[src/idf_map.svh]
`ifndef IDF_MAP_SVH
`define IDF_MAP_SVH

// register byte offsets
`define IDF_REG_INPUT 8'h00
`define IDF_REG_OUTPUT 8'h04
`define IDF_REG_FILTER 8'h08
`define IDF_REG_IRQ_ENABLE 8'h0c
`define IDF_REG_EDGE_SEL 8'h10
`define IDF_REG_IRQ_STATUS 8'h14

// field layout
`define IDF_PORT0_LSB 0
`define IDF_PORT1_LSB 8
`define IDF_FILTER_W 5

// reset values
`define IDF_OUTPUT_RST 16'h0000
`define IDF_FILTER_RST 5'h00
`define IDF_IRQ_ENABLE_RST 16'h0000
`define IDF_EDGE_SEL_RST 16'h0000
`define IDF_IRQ_STATUS_RST 16'h0000

// sampling clock rate against the system clock, in MHz
`define IDF_CLK_MHZ 50
`define IDF_SAMPLE_MHZ 8
`define IDF_FILTER_MAX 5'h14

`endif

[src/idf_pkg.sv]
package idf_pkg;

  typedef logic [15:0] idf_word_t;

  // one register access as seen by the slave
  typedef struct packed {
    logic [7:0] adr;
    logic we;
    logic [3:0] sel;
    logic [31:0] dat;
  } idf_wb_req_s;

  // bus slave phase
  typedef enum logic {
    IDF_BUS_IDLE,
    IDF_BUS_ACK
  } idf_bus_e;

endpackage

[src/idf_top.sv]
`timescale 1ns/1ps
`default_nettype none
`include "idf_map.svh"

// How it works
// - inputs form two bytes, bits 0..15
// - outputs driven from two bytes, bits 0..15
// - conducting input reads as one
// - output one turns transistor on
// - outputs reset to zero
// - output register reads back unchanged
// - level passes only after stable time
// - filter setting 0..20, zero bypasses
// - stable time is 2^n 8MHz periods
// - one filter setting for all inputs
// - every input interrupts on filtered edge
// - per-input enable, reset disabled
// - edge select picks rising or falling
// - edge selects reset to zero
// - status read clears status and request
// - status bits reset to zero
// - disabled input never sets status
module idf_top #(
  parameter int N_INPUTS = 16,
  parameter int CNT_W = 21
) (
  input wire logic clk_i,
  input wire logic rst_i,
  input wire logic wb_cyc_i,
  input wire logic wb_stb_i,
  input wire logic wb_we_i,
  input wire logic [7:0] wb_adr_i,
  input wire logic [3:0] wb_sel_i,
  input wire logic [31:0] wb_dat_i,
  output logic [31:0] wb_dat_o,
  output logic wb_ack_o,
  output logic irq_o,
  input wire logic [15:0] isolated_input_pin_i,
  output logic [15:0] isolated_output_pin_o
);

  idf_pkg::idf_wb_req_s req;
  idf_pkg::idf_bus_e bus_state;
  logic access;
  logic wr;
  logic rd;

  idf_pkg::idf_word_t out_data;
  logic [`IDF_FILTER_W-1:0] filter_sel;
  idf_pkg::idf_word_t irq_enable;
  idf_pkg::idf_word_t edge_sel;
  idf_pkg::idf_word_t irq_status;
  idf_pkg::idf_word_t next_irq_status;
  idf_pkg::idf_word_t status_clear;
  idf_pkg::idf_word_t edge_event;

  idf_pkg::idf_word_t raw_in;
  idf_pkg::idf_word_t filt_in;
  idf_pkg::idf_word_t filt_prev;

  logic [5:0] phase;
  logic sample_tick;
  logic [CNT_W-1:0] stable_target;

  // merge a 16-bit write under the low two byte lanes
  function automatic idf_pkg::idf_word_t merge16(input idf_pkg::idf_word_t old,
                                                 input logic [31:0] dat,
                                                 input logic [3:0] sel);
    idf_pkg::idf_word_t res;
    res = old;
    if (sel[0]) begin
      res[7:0] = dat[7:0];
    end
    if (sel[1]) begin
      res[15:8] = dat[15:8];
    end
    return res;
  endfunction

  assign req = '{adr: wb_adr_i, we: wb_we_i, sel: wb_sel_i, dat: wb_dat_i};
  // one access per request: the ack cycle itself is never a second access
  assign access = wb_cyc_i && wb_stb_i && (bus_state == idf_pkg::IDF_BUS_IDLE);
  assign wr = access && req.we;
  assign rd = access && !req.we;

  // bus handshake: ack one cycle after the request, dropped the next cycle
  always_ff @(posedge clk_i) begin
    if (rst_i) begin
      bus_state <= idf_pkg::IDF_BUS_IDLE;
      wb_ack_o <= 1'b0;
    end else begin
      case (bus_state)
        idf_pkg::IDF_BUS_IDLE: begin
          if (access) begin
            bus_state <= idf_pkg::IDF_BUS_ACK;
            wb_ack_o <= 1'b1;
          end
        end
        idf_pkg::IDF_BUS_ACK: begin
          bus_state <= idf_pkg::IDF_BUS_IDLE;
          wb_ack_o <= 1'b0;
        end
        default: begin
          bus_state <= idf_pkg::IDF_BUS_IDLE;
          wb_ack_o <= 1'b0;
        end
      endcase
    end
  end

  // read data, captured with the ack; unmapped offsets read zero
  always_ff @(posedge clk_i) begin
    if (rst_i) begin
      wb_dat_o <= 32'h0000_0000;
    end else if (rd) begin
      if (req.adr == `IDF_REG_INPUT) begin
        wb_dat_o <= {16'h0000, filt_in};
      end else if (req.adr == `IDF_REG_OUTPUT) begin
        wb_dat_o <= {16'h0000, out_data};
      end else if (req.adr == `IDF_REG_FILTER) begin
        wb_dat_o <= {27'h000_0000, filter_sel};
      end else if (req.adr == `IDF_REG_IRQ_ENABLE) begin
        wb_dat_o <= {16'h0000, irq_enable};
      end else if (req.adr == `IDF_REG_EDGE_SEL) begin
        wb_dat_o <= {16'h0000, edge_sel};
      end else if (req.adr == `IDF_REG_IRQ_STATUS) begin
        wb_dat_o <= {16'h0000, irq_status};
      end else begin
        wb_dat_o <= 32'h0000_0000;
      end
    end
  end

  // output latch
  always_ff @(posedge clk_i) begin
    if (rst_i) begin
      out_data <= `IDF_OUTPUT_RST;
    end else if (wr && req.adr == `IDF_REG_OUTPUT) begin
      // byte lanes map to port 0 and port 1
      out_data <= merge16(out_data, req.dat, req.sel);
    end
  end

  // a one turns the transistor on
  always_ff @(posedge clk_i) begin
    if (rst_i) begin
      isolated_output_pin_o <= `IDF_OUTPUT_RST;
    end else begin
      isolated_output_pin_o <= out_data;
    end
  end

  // filter setting, shared by every input
  always_ff @(posedge clk_i) begin
    if (rst_i) begin
      filter_sel <= `IDF_FILTER_RST;
    end else if (wr && req.adr == `IDF_REG_FILTER && req.sel[0]) begin
      filter_sel <= req.dat[`IDF_FILTER_W-1:0];
    end
  end

  // interrupt enable and edge select
  always_ff @(posedge clk_i) begin
    if (rst_i) begin
      irq_enable <= `IDF_IRQ_ENABLE_RST;
    end else if (wr && req.adr == `IDF_REG_IRQ_ENABLE) begin
      irq_enable <= merge16(irq_enable, req.dat, req.sel);
    end
  end

  always_ff @(posedge clk_i) begin
    if (rst_i) begin
      edge_sel <= `IDF_EDGE_SEL_RST;
    end else if (wr && req.adr == `IDF_REG_EDGE_SEL) begin
      edge_sel <= merge16(edge_sel, req.dat, req.sel);
    end
  end

  // 8 MHz sample enable from 50 MHz by a fractional accumulator;
  // ticks are 6 or 7 cycles apart but average exactly 8 MHz
  always_ff @(posedge clk_i) begin
    if (rst_i) begin
      phase <= 6'h00;
      sample_tick <= 1'b0;
    end else if (phase + 6'(`IDF_SAMPLE_MHZ) >= 6'(`IDF_CLK_MHZ)) begin
      phase <= phase + 6'(`IDF_SAMPLE_MHZ) - 6'(`IDF_CLK_MHZ);
      sample_tick <= 1'b1;
    end else begin
      phase <= phase + 6'(`IDF_SAMPLE_MHZ);
      sample_tick <= 1'b0;
    end
  end

  // stable time is 2^n sample periods
  assign stable_target = CNT_W'(1) << filter_sel;

  // conducting pin arrives as one and stays one
  always_ff @(posedge clk_i) begin
    if (rst_i) begin
      raw_in <= 16'h0000;
    end else begin
      raw_in <= isolated_input_pin_i;
    end
  end

  // one setting drives every per-input filter
  for (genvar i = 0; i < N_INPUTS; i++) begin : g_filt
    logic [CNT_W-1:0] stable_cnt;

    always_ff @(posedge clk_i) begin
      if (rst_i) begin
        stable_cnt <= '0;
        filt_in[i] <= 1'b0;
      end else if (filter_sel == `IDF_FILTER_RST) begin
        stable_cnt <= '0;
        filt_in[i] <= raw_in[i];
      // a level that returns early restarts the count
      end else if (raw_in[i] == filt_in[i]) begin
        stable_cnt <= '0;
      end else if (sample_tick) begin
        // pass the new level after the full stable time
        if (stable_cnt + CNT_W'(1) >= stable_target) begin
          stable_cnt <= '0;
          filt_in[i] <= raw_in[i];
        end else begin
          stable_cnt <= stable_cnt + CNT_W'(1);
        end
      end
    end
  end

  always_ff @(posedge clk_i) begin
    if (rst_i) begin
      filt_prev <= 16'h0000;
    end else begin
      filt_prev <= filt_in;
    end
  end

  // edges taken from the filtered level
  // select one is falling, zero is rising
  assign edge_event = (~edge_sel & filt_in & ~filt_prev) | (edge_sel & ~filt_in & filt_prev);

  // a status read clears every bit; write-one also clears
  always_comb begin
    status_clear = 16'h0000;
    if (access && req.adr == `IDF_REG_IRQ_STATUS) begin
      if (req.we) begin
        status_clear = merge16(16'h0000, req.dat, req.sel);
      end else begin
        status_clear = 16'hffff;
      end
    end
  end

  // a new edge beats the clear in the same cycle
  assign next_irq_status = (irq_status & ~status_clear) | (edge_event & irq_enable);

  always_ff @(posedge clk_i) begin
    if (rst_i) begin
      irq_status <= `IDF_IRQ_STATUS_RST;
    end else begin
      irq_status <= next_irq_status;
    end
  end

  // request follows the status register exactly
  always_ff @(posedge clk_i) begin
    if (rst_i) begin
      irq_o <= 1'b0;
    end else begin
      irq_o <= |next_irq_status;
    end
  end

endmodule // idf_top

`default_nettype wire

[config.mk]
export PLATFORM = sky130hd
export DESIGN_NAME = idf_top
export DESIGN_NICKNAME = d
export VERILOG_FILES = /design/src/idf_pkg.sv /design/src/idf_top.sv
export VERILOG_INCLUDE_DIRS = /design/src
export SDC_FILE = /design/constraint.sdc
export NUM_CORES = 2
export LEC_CHECK = 0
export BUFFER_PORTS_ARGS = -buffer_cell sky130_fd_sc_hd__buf_2
export CAP_MARGIN = 20
export CORE_ASPECT_RATIO = 0.7
export CORE_MARGIN = 4
export CORE_UTILIZATION = 60
export DETAILED_ROUTE_END_ITERATION = 10
export MAX_ROUTING_LAYER = met4
export PLACE_DENSITY = 0.77
export REMOVE_ABC_BUFFERS = 1
export SLEW_MARGIN = 20
export SYNTH_ARGS = -nofsm -noshare
export SYNTH_HDL_FRONTEND = slang
export SYNTH_SLANG_ARGS = --single-unit
export TNS_END_PERCENT = 5
[constraint.sdc]
create_clock -name clk_i -period 10.6 [get_ports clk_i]
set_clock_uncertainty 0.2 [all_clocks]
set_input_delay 3.18 -clock clk_i [delete_from_list [all_inputs] [get_ports clk_i]]
set_output_delay 3.18 -clock clk_i [all_outputs]
set_load 0.005 [all_outputs]
# [After elaboration in Yosys (flattened, before gate mapping)]
# Index checks and enable logic that the tools add are counted.
[word_totals] elab_cells=301 inputBits=65 out_inout_bits=50 reg_bits=511
[op_classes] shift=1 n_mux=96 n_reduce_logical=69 order_cmp=17 n_eq_ne=38 n_addsub=18 bitwise=13
[op_table] operator="$add 21x1->21 const B" count=16
[op_table] operator="$ge 21x21->1" count=16
[op_table] operator="$mux 21" count=16
[op_table] operator="$mux 16" count=8
[op_table] operator="$and 16x16->16" count=6
[op_table] operator="$mux 1" count=67
[op_table] operator="$not 16->16" count=4
[op_table] operator="$reduce_and 3->1" count=16
[op_table] operator="$reduce_or 3->1" count=16
[op_table] operator="$reduce_bool 2->1" count=17
[op_table] operator="$or 16x16->16" count=2
[op_table] operator="$ne 2x2->1 const B" count=15
[op_table] operator="$shl 1x5->21 const A" count=1
[op_table] operator="$eq 1x1->1" count=16
[op_table] operator="$eq 8x4->1 const B" count=2
[op_table] operator="$eq 8x5->1 const B" count=2
[op_table] operator="$mux 8" count=2
[op_table] operator="$reduce_or 16->1" count=1
[op_table] operator="$reduce_and 2->1" count=6
[op_table] operator="$logic_and 1x1->1" count=10
[op_table] operator="$eq 8x3->1 const B" count=1
[op_table] operator="$logic_not 8->1" count=1
[op_table] operator="$add 6x4->6 const B" count=1
[op_table] operator="$ge 6x6->1 const B" count=1
[op_table] operator="other kinds (7)" count=9

# [Logic depth before layout (Yosys ltp)]
[depth] ltp_word=8 ltp_mapped=19 mapped_depth_nobuf=17

# [Worst setup path after synthesis]
# No wires, ideal clock.
[synth_timing] kind="input to register" startpoint="in wb_adr_i[1]" endpoint="reg irq_o" setup_slack_ns=4.785 path_buffers=1 required_ns=10.275 arrival_time_ns=5.490 setup_time_ns=0.125 cell_stages=10 path_cell_list="or4_1 -> nor2_1 -> and4b_1 -> clkbuf_1 -> nand2_1 -> a21o_1 -> a22oi_1 -> nand4_1 -> or3_1 -> o41a_1"
[synth_between] elab_chain_len=7
[synth_rtl] item="start, declared" line_no="idf_top.sv:32" source="input wire logic [7:0] wb_adr_i,"
[synth_rtl] item="$eq 8x5->1 (no line)"
[synth_rtl] item="$logic_and 1x1->1 (no line)"
[synth_rtl] item="$mux 16" line_no="idf_top.sv:247" source="if (access && req.adr == `IDF_REG_IRQ_STATUS) begin"
[synth_rtl] item="$not 16->16" line_no="idf_top.sv:257" source="assign next_irq_status = (irq_status & ~status_clear) | (edge_event & irq_enable);"
[synth_rtl] item="$and 16x16->16" line_no="idf_top.sv:257"
[synth_rtl] item="$or 16x16->16" line_no="idf_top.sv:257"
[synth_rtl] item="$reduce_or 16->1" line_no="idf_top.sv:272" source="irq_o <= |next_irq_status;"
[synth_rtl] item="end signal, assigned" line_no="idf_top.sv:272"
[synth_rtl] item="end, declared" line_no="idf_top.sv:37" source="output logic irq_o,"
# No other way between the ends.
# A chain may end at the register's enable or synchronous reset.

# [Worst setup path in the final report]
[layout_timing] startpoint="in wb_adr_i[1]" endpoint="reg edge_sel[3]"
[layout_between] elab_chain_len=3
[layout_rtl] item="$eq 8x5->1 (no line)"
[layout_rtl] item="$logic_and 1x1->1 (no line)"
[layout_rtl] item="$reduce_and 2->1 (no line)"
[layout_rtl] item="end signal, assigned" line_no="idf_top.sv:173" source="edge_sel <= `IDF_EDGE_SEL_RST;"
[layout_rtl] item="end signal, assigned" line_no="idf_top.sv:175" source="edge_sel <= merge16(edge_sel, req.dat, req.sel);"
[layout_rtl] item="end, declared" line_no="idf_top.sv:51" source="idf_pkg::idf_word_t edge_sel;"
# No other way between the ends.

==> out/metrics.yaml <==
place.gp.congestion: 0.940
dr.pass1.iters: 6
ioPinCount: 115
synthCells: 4094
die_h_um: 205
cts_resized: 0
synth-edff-count: 0
setup_viol: 0
drive_gt1_frac: 0.0700
mappedNetlistArea_um2: 33300
ys_seq_area_frac: 0.297
postCtsHoldBufs: 0
met1Wirelength_mm: 43.2
hp-class: "reg2reg"
clock_latency_ns: 0.62
drt-total-wl_mm: 94.2
p_per_area_nw_per_um2: 109
placedCellCount: 4724
cts_setup_buffers: 0
worst-setup-path-type: "in2reg"
cts_tree: "yes"
initial_core_util: 0.613
utilization: 0.658
worstSetupEndpointType: "flop"
final_common_cell: "dfxtp_1"
synth.distinct_cells: 97
tightest_slew_ns: 1.17
power_leakage_nw: 13.7
finalCriticalPeriod_ns: 6.13
worstPathMaxFanout: 14
core_area_um2: 54400
h-tree-depth: 2
nets: 4410
grt_start_max_net_pins: 181
crit_required_ns: 10.86
finalHoldViolations: 0
cts-buffers-inserted: 51
drt_iter0_markers: 3022
yosysWarnings: 0
antenna_found_initial: 2
portBuffers: 80
clkTransAtPathRegs_ns: 0.06
routed-wl-met2_mm: 40.0
finalPower_mw: 3.89
die_x_um: 290
peakVddDrop_mv: 0.120
maxCapViolCount: 0
tns_ns: 0
max_freq_mhz: 163
grt_pass1_vias: 27645
ys_ff_latch: 494
via_per_inst: 6.35
rows: 71
grt_usage: 0.317
fin_cells: 4821
wl_per_cell_um: 19.5
yosysTopAreaCell: "dfxtp_1"
status: "finished, final reports clean"
critPathArrivalTime_ns: 6.39
rsz0062_at_grt: "false"
drc: 0
grt_overflow: 0
final_cell_mix: "493 x dfxtp_1, 401 x nand2_1, 355 x nor2_1, 296 x ha_1, 256 x a21oi_1"
dieArea_um2: 59400
synth_top_area_share: 0.297
synth-main-ff-cell: "dfxtp_1"
avgSynthCellArea_um2: 8.14
num_vias: 30621
min_period_over_period: 0.579
syn_to_final_growth_pct: 7.33
yosys-top-cells-area: "dfxtp_1 30%, ha_1 11%, xnor2_1 5.5%, nand2_1 4.5%, nor2_1 4.0%"
regToRegSetupSlack_ns: 5.05
root_buffer: "clkbuf_16"
report.final.slew_viol_count: 0
slew_headroom: 0.217
place_hpwl_mm: 61.9
top_layer: "met4"
clockBufferDepth: 3
met3_length_mm: 8.71
grt_pass1_wl_mm: 150
critPathLaunchType: "primary input"
synth_async_sr_flop_share: 0
clkSinkCount: 494
ant_nets: 0
==> worst paths after layout <==
path                                                                to                                   start  cells after the start
worst max-delay path                          edge_sel[3]$_SDFFE_PP0P_                             wb_adr_i[1]                      8
worst min-delay path            g_filt[10].stable_cnt[19]$_SDFFE_PP0P_  g_filt[10].stable_cnt[19]$_SDFFE_PP0P_                      2
worst max register to register                 filt_in[9]$_SDFFE_PP0P_              filter_sel[1]$_SDFFE_PP0P_                     13
worst min register to register  g_filt[10].stable_cnt[19]$_SDFFE_PP0P_  g_filt[10].stable_cnt[19]$_SDFFE_PP0P_                      2
==> power by group <==
part / leakage, nW / internal (mW) / switching (mW)
logic: 8.90 / 0.0396 / 0.0890
registers: 3.99 / 1.87 / 0.0166
clock network: 0.849 / 1.07 / 0.805
total: 13.7 / 2.98 / 0.911
==> metrics by stage <==
| step | hold WS, ns | setup WS [ns] | instance area [µm²] |
|---|---|---|---|
| CTS | 0.258 | 4.39 | 35700 |
| global placement | 0.249 | 3.79 | 34000 |
| finish | 0.262 | 4.47 | 35800 |
| detailed placement | 0.250 | 3.75 | 34000 |
| global route | 0.284 | 4.27 | 35800 |
| floorplan | 0.229 | -0.266 | 32300 |
==> logic make-up (layout without fill, tap and decap cells) <==
family | after synthesis | after routing | synth area share
AO/OA/AOI/OAI | 890 | 890 | 0.173
XOR/XNOR | 365 | 365 | 0.0988
adder cells (fa/ha/maj) | 317 | 317 | 0.117
buffers and inverters | 293 | 272 | 0.0379
flip-flops | 494 | 494 | 0.297
multiplexers | 86 | 86 | 0.0265
other | 1 | 19 | 0.000113
AND/OR/NAND/NOR | 1648 | 1648 | 0.249
==> sequential cells by signal, summed over array words and instances (netlist names) <==
register	count
g_filt.stable_cnt	336
edge_sel	16
filt_in	16
filt_prev	16
irq_enable	16
irq_status	16
isolated_output_pin_o	16
out_data	16
raw_in	16
wb_dat_o	16
filter_sel	5
phase	5
bus_state	1
irq_o	1
sample_tick	1
wb_ack_o	1
==> metal layers <==
layer / GRT usage / up-vias
met5: - / -
met4: 0.0814 / 0
met3: 0.0434 / 180
met2: 0.466 / 1273
met1: 0.459 / 14366
li1: - / 14802
==> cell usage after synthesis (26+ instances only) <==
| cell | instances |
|---|---|
| dfxtp_1 | 494 |
| nand2_1 | 401 |
| nor2_1 | 356 |
| ha_1 | 296 |
| nand3_1 | 257 |
| a21oi_1 | 256 |
| o21ai_0 | 241 |
| xnor2_1 | 208 |
| clkbuf_1 | 167 |
| xor2_1 | 150 |
| nand4_1 | 104 |
| and3_1 | 97 |
| nor2b_1 | 94 |
| nor3_1 | 79 |
| mux2i_1 | 67 |
| inv_1 | 50 |
| a21o_1 | 47 |
| a22oi_1 | 36 |
| a32o_1 | 36 |
| a22o_1 | 34 |
| nor4_1 | 33 |
| or3_1 | 32 |
| nand3b_1 | 29 |
| buf_2 | 27 |
| a31oi_1 | 26 |
==> final cells by class <==
cell class	count	area (µm²)
Inverter	56	223
Multi-Input combinational cell	3322	22300
Tap cell	730	913
Fill cell	4574	18600
Sequential cell	494	9890
Timing Repair Buffer	124	746
Clock buffer	74	1520
Antenna cell	3	7.51
Clock inverter	18	189
==> worst max-delay path: stages <==
cell and delay, ns:
buf_2 0.09, or4_1 0.53, or3_1 0.59, nor3b_1 0.83, nor2b_1 0.60, buf_4 0.28
mux2i_1 0.21, nor2_1 0.08
Power figures use the tool's default switching activity.
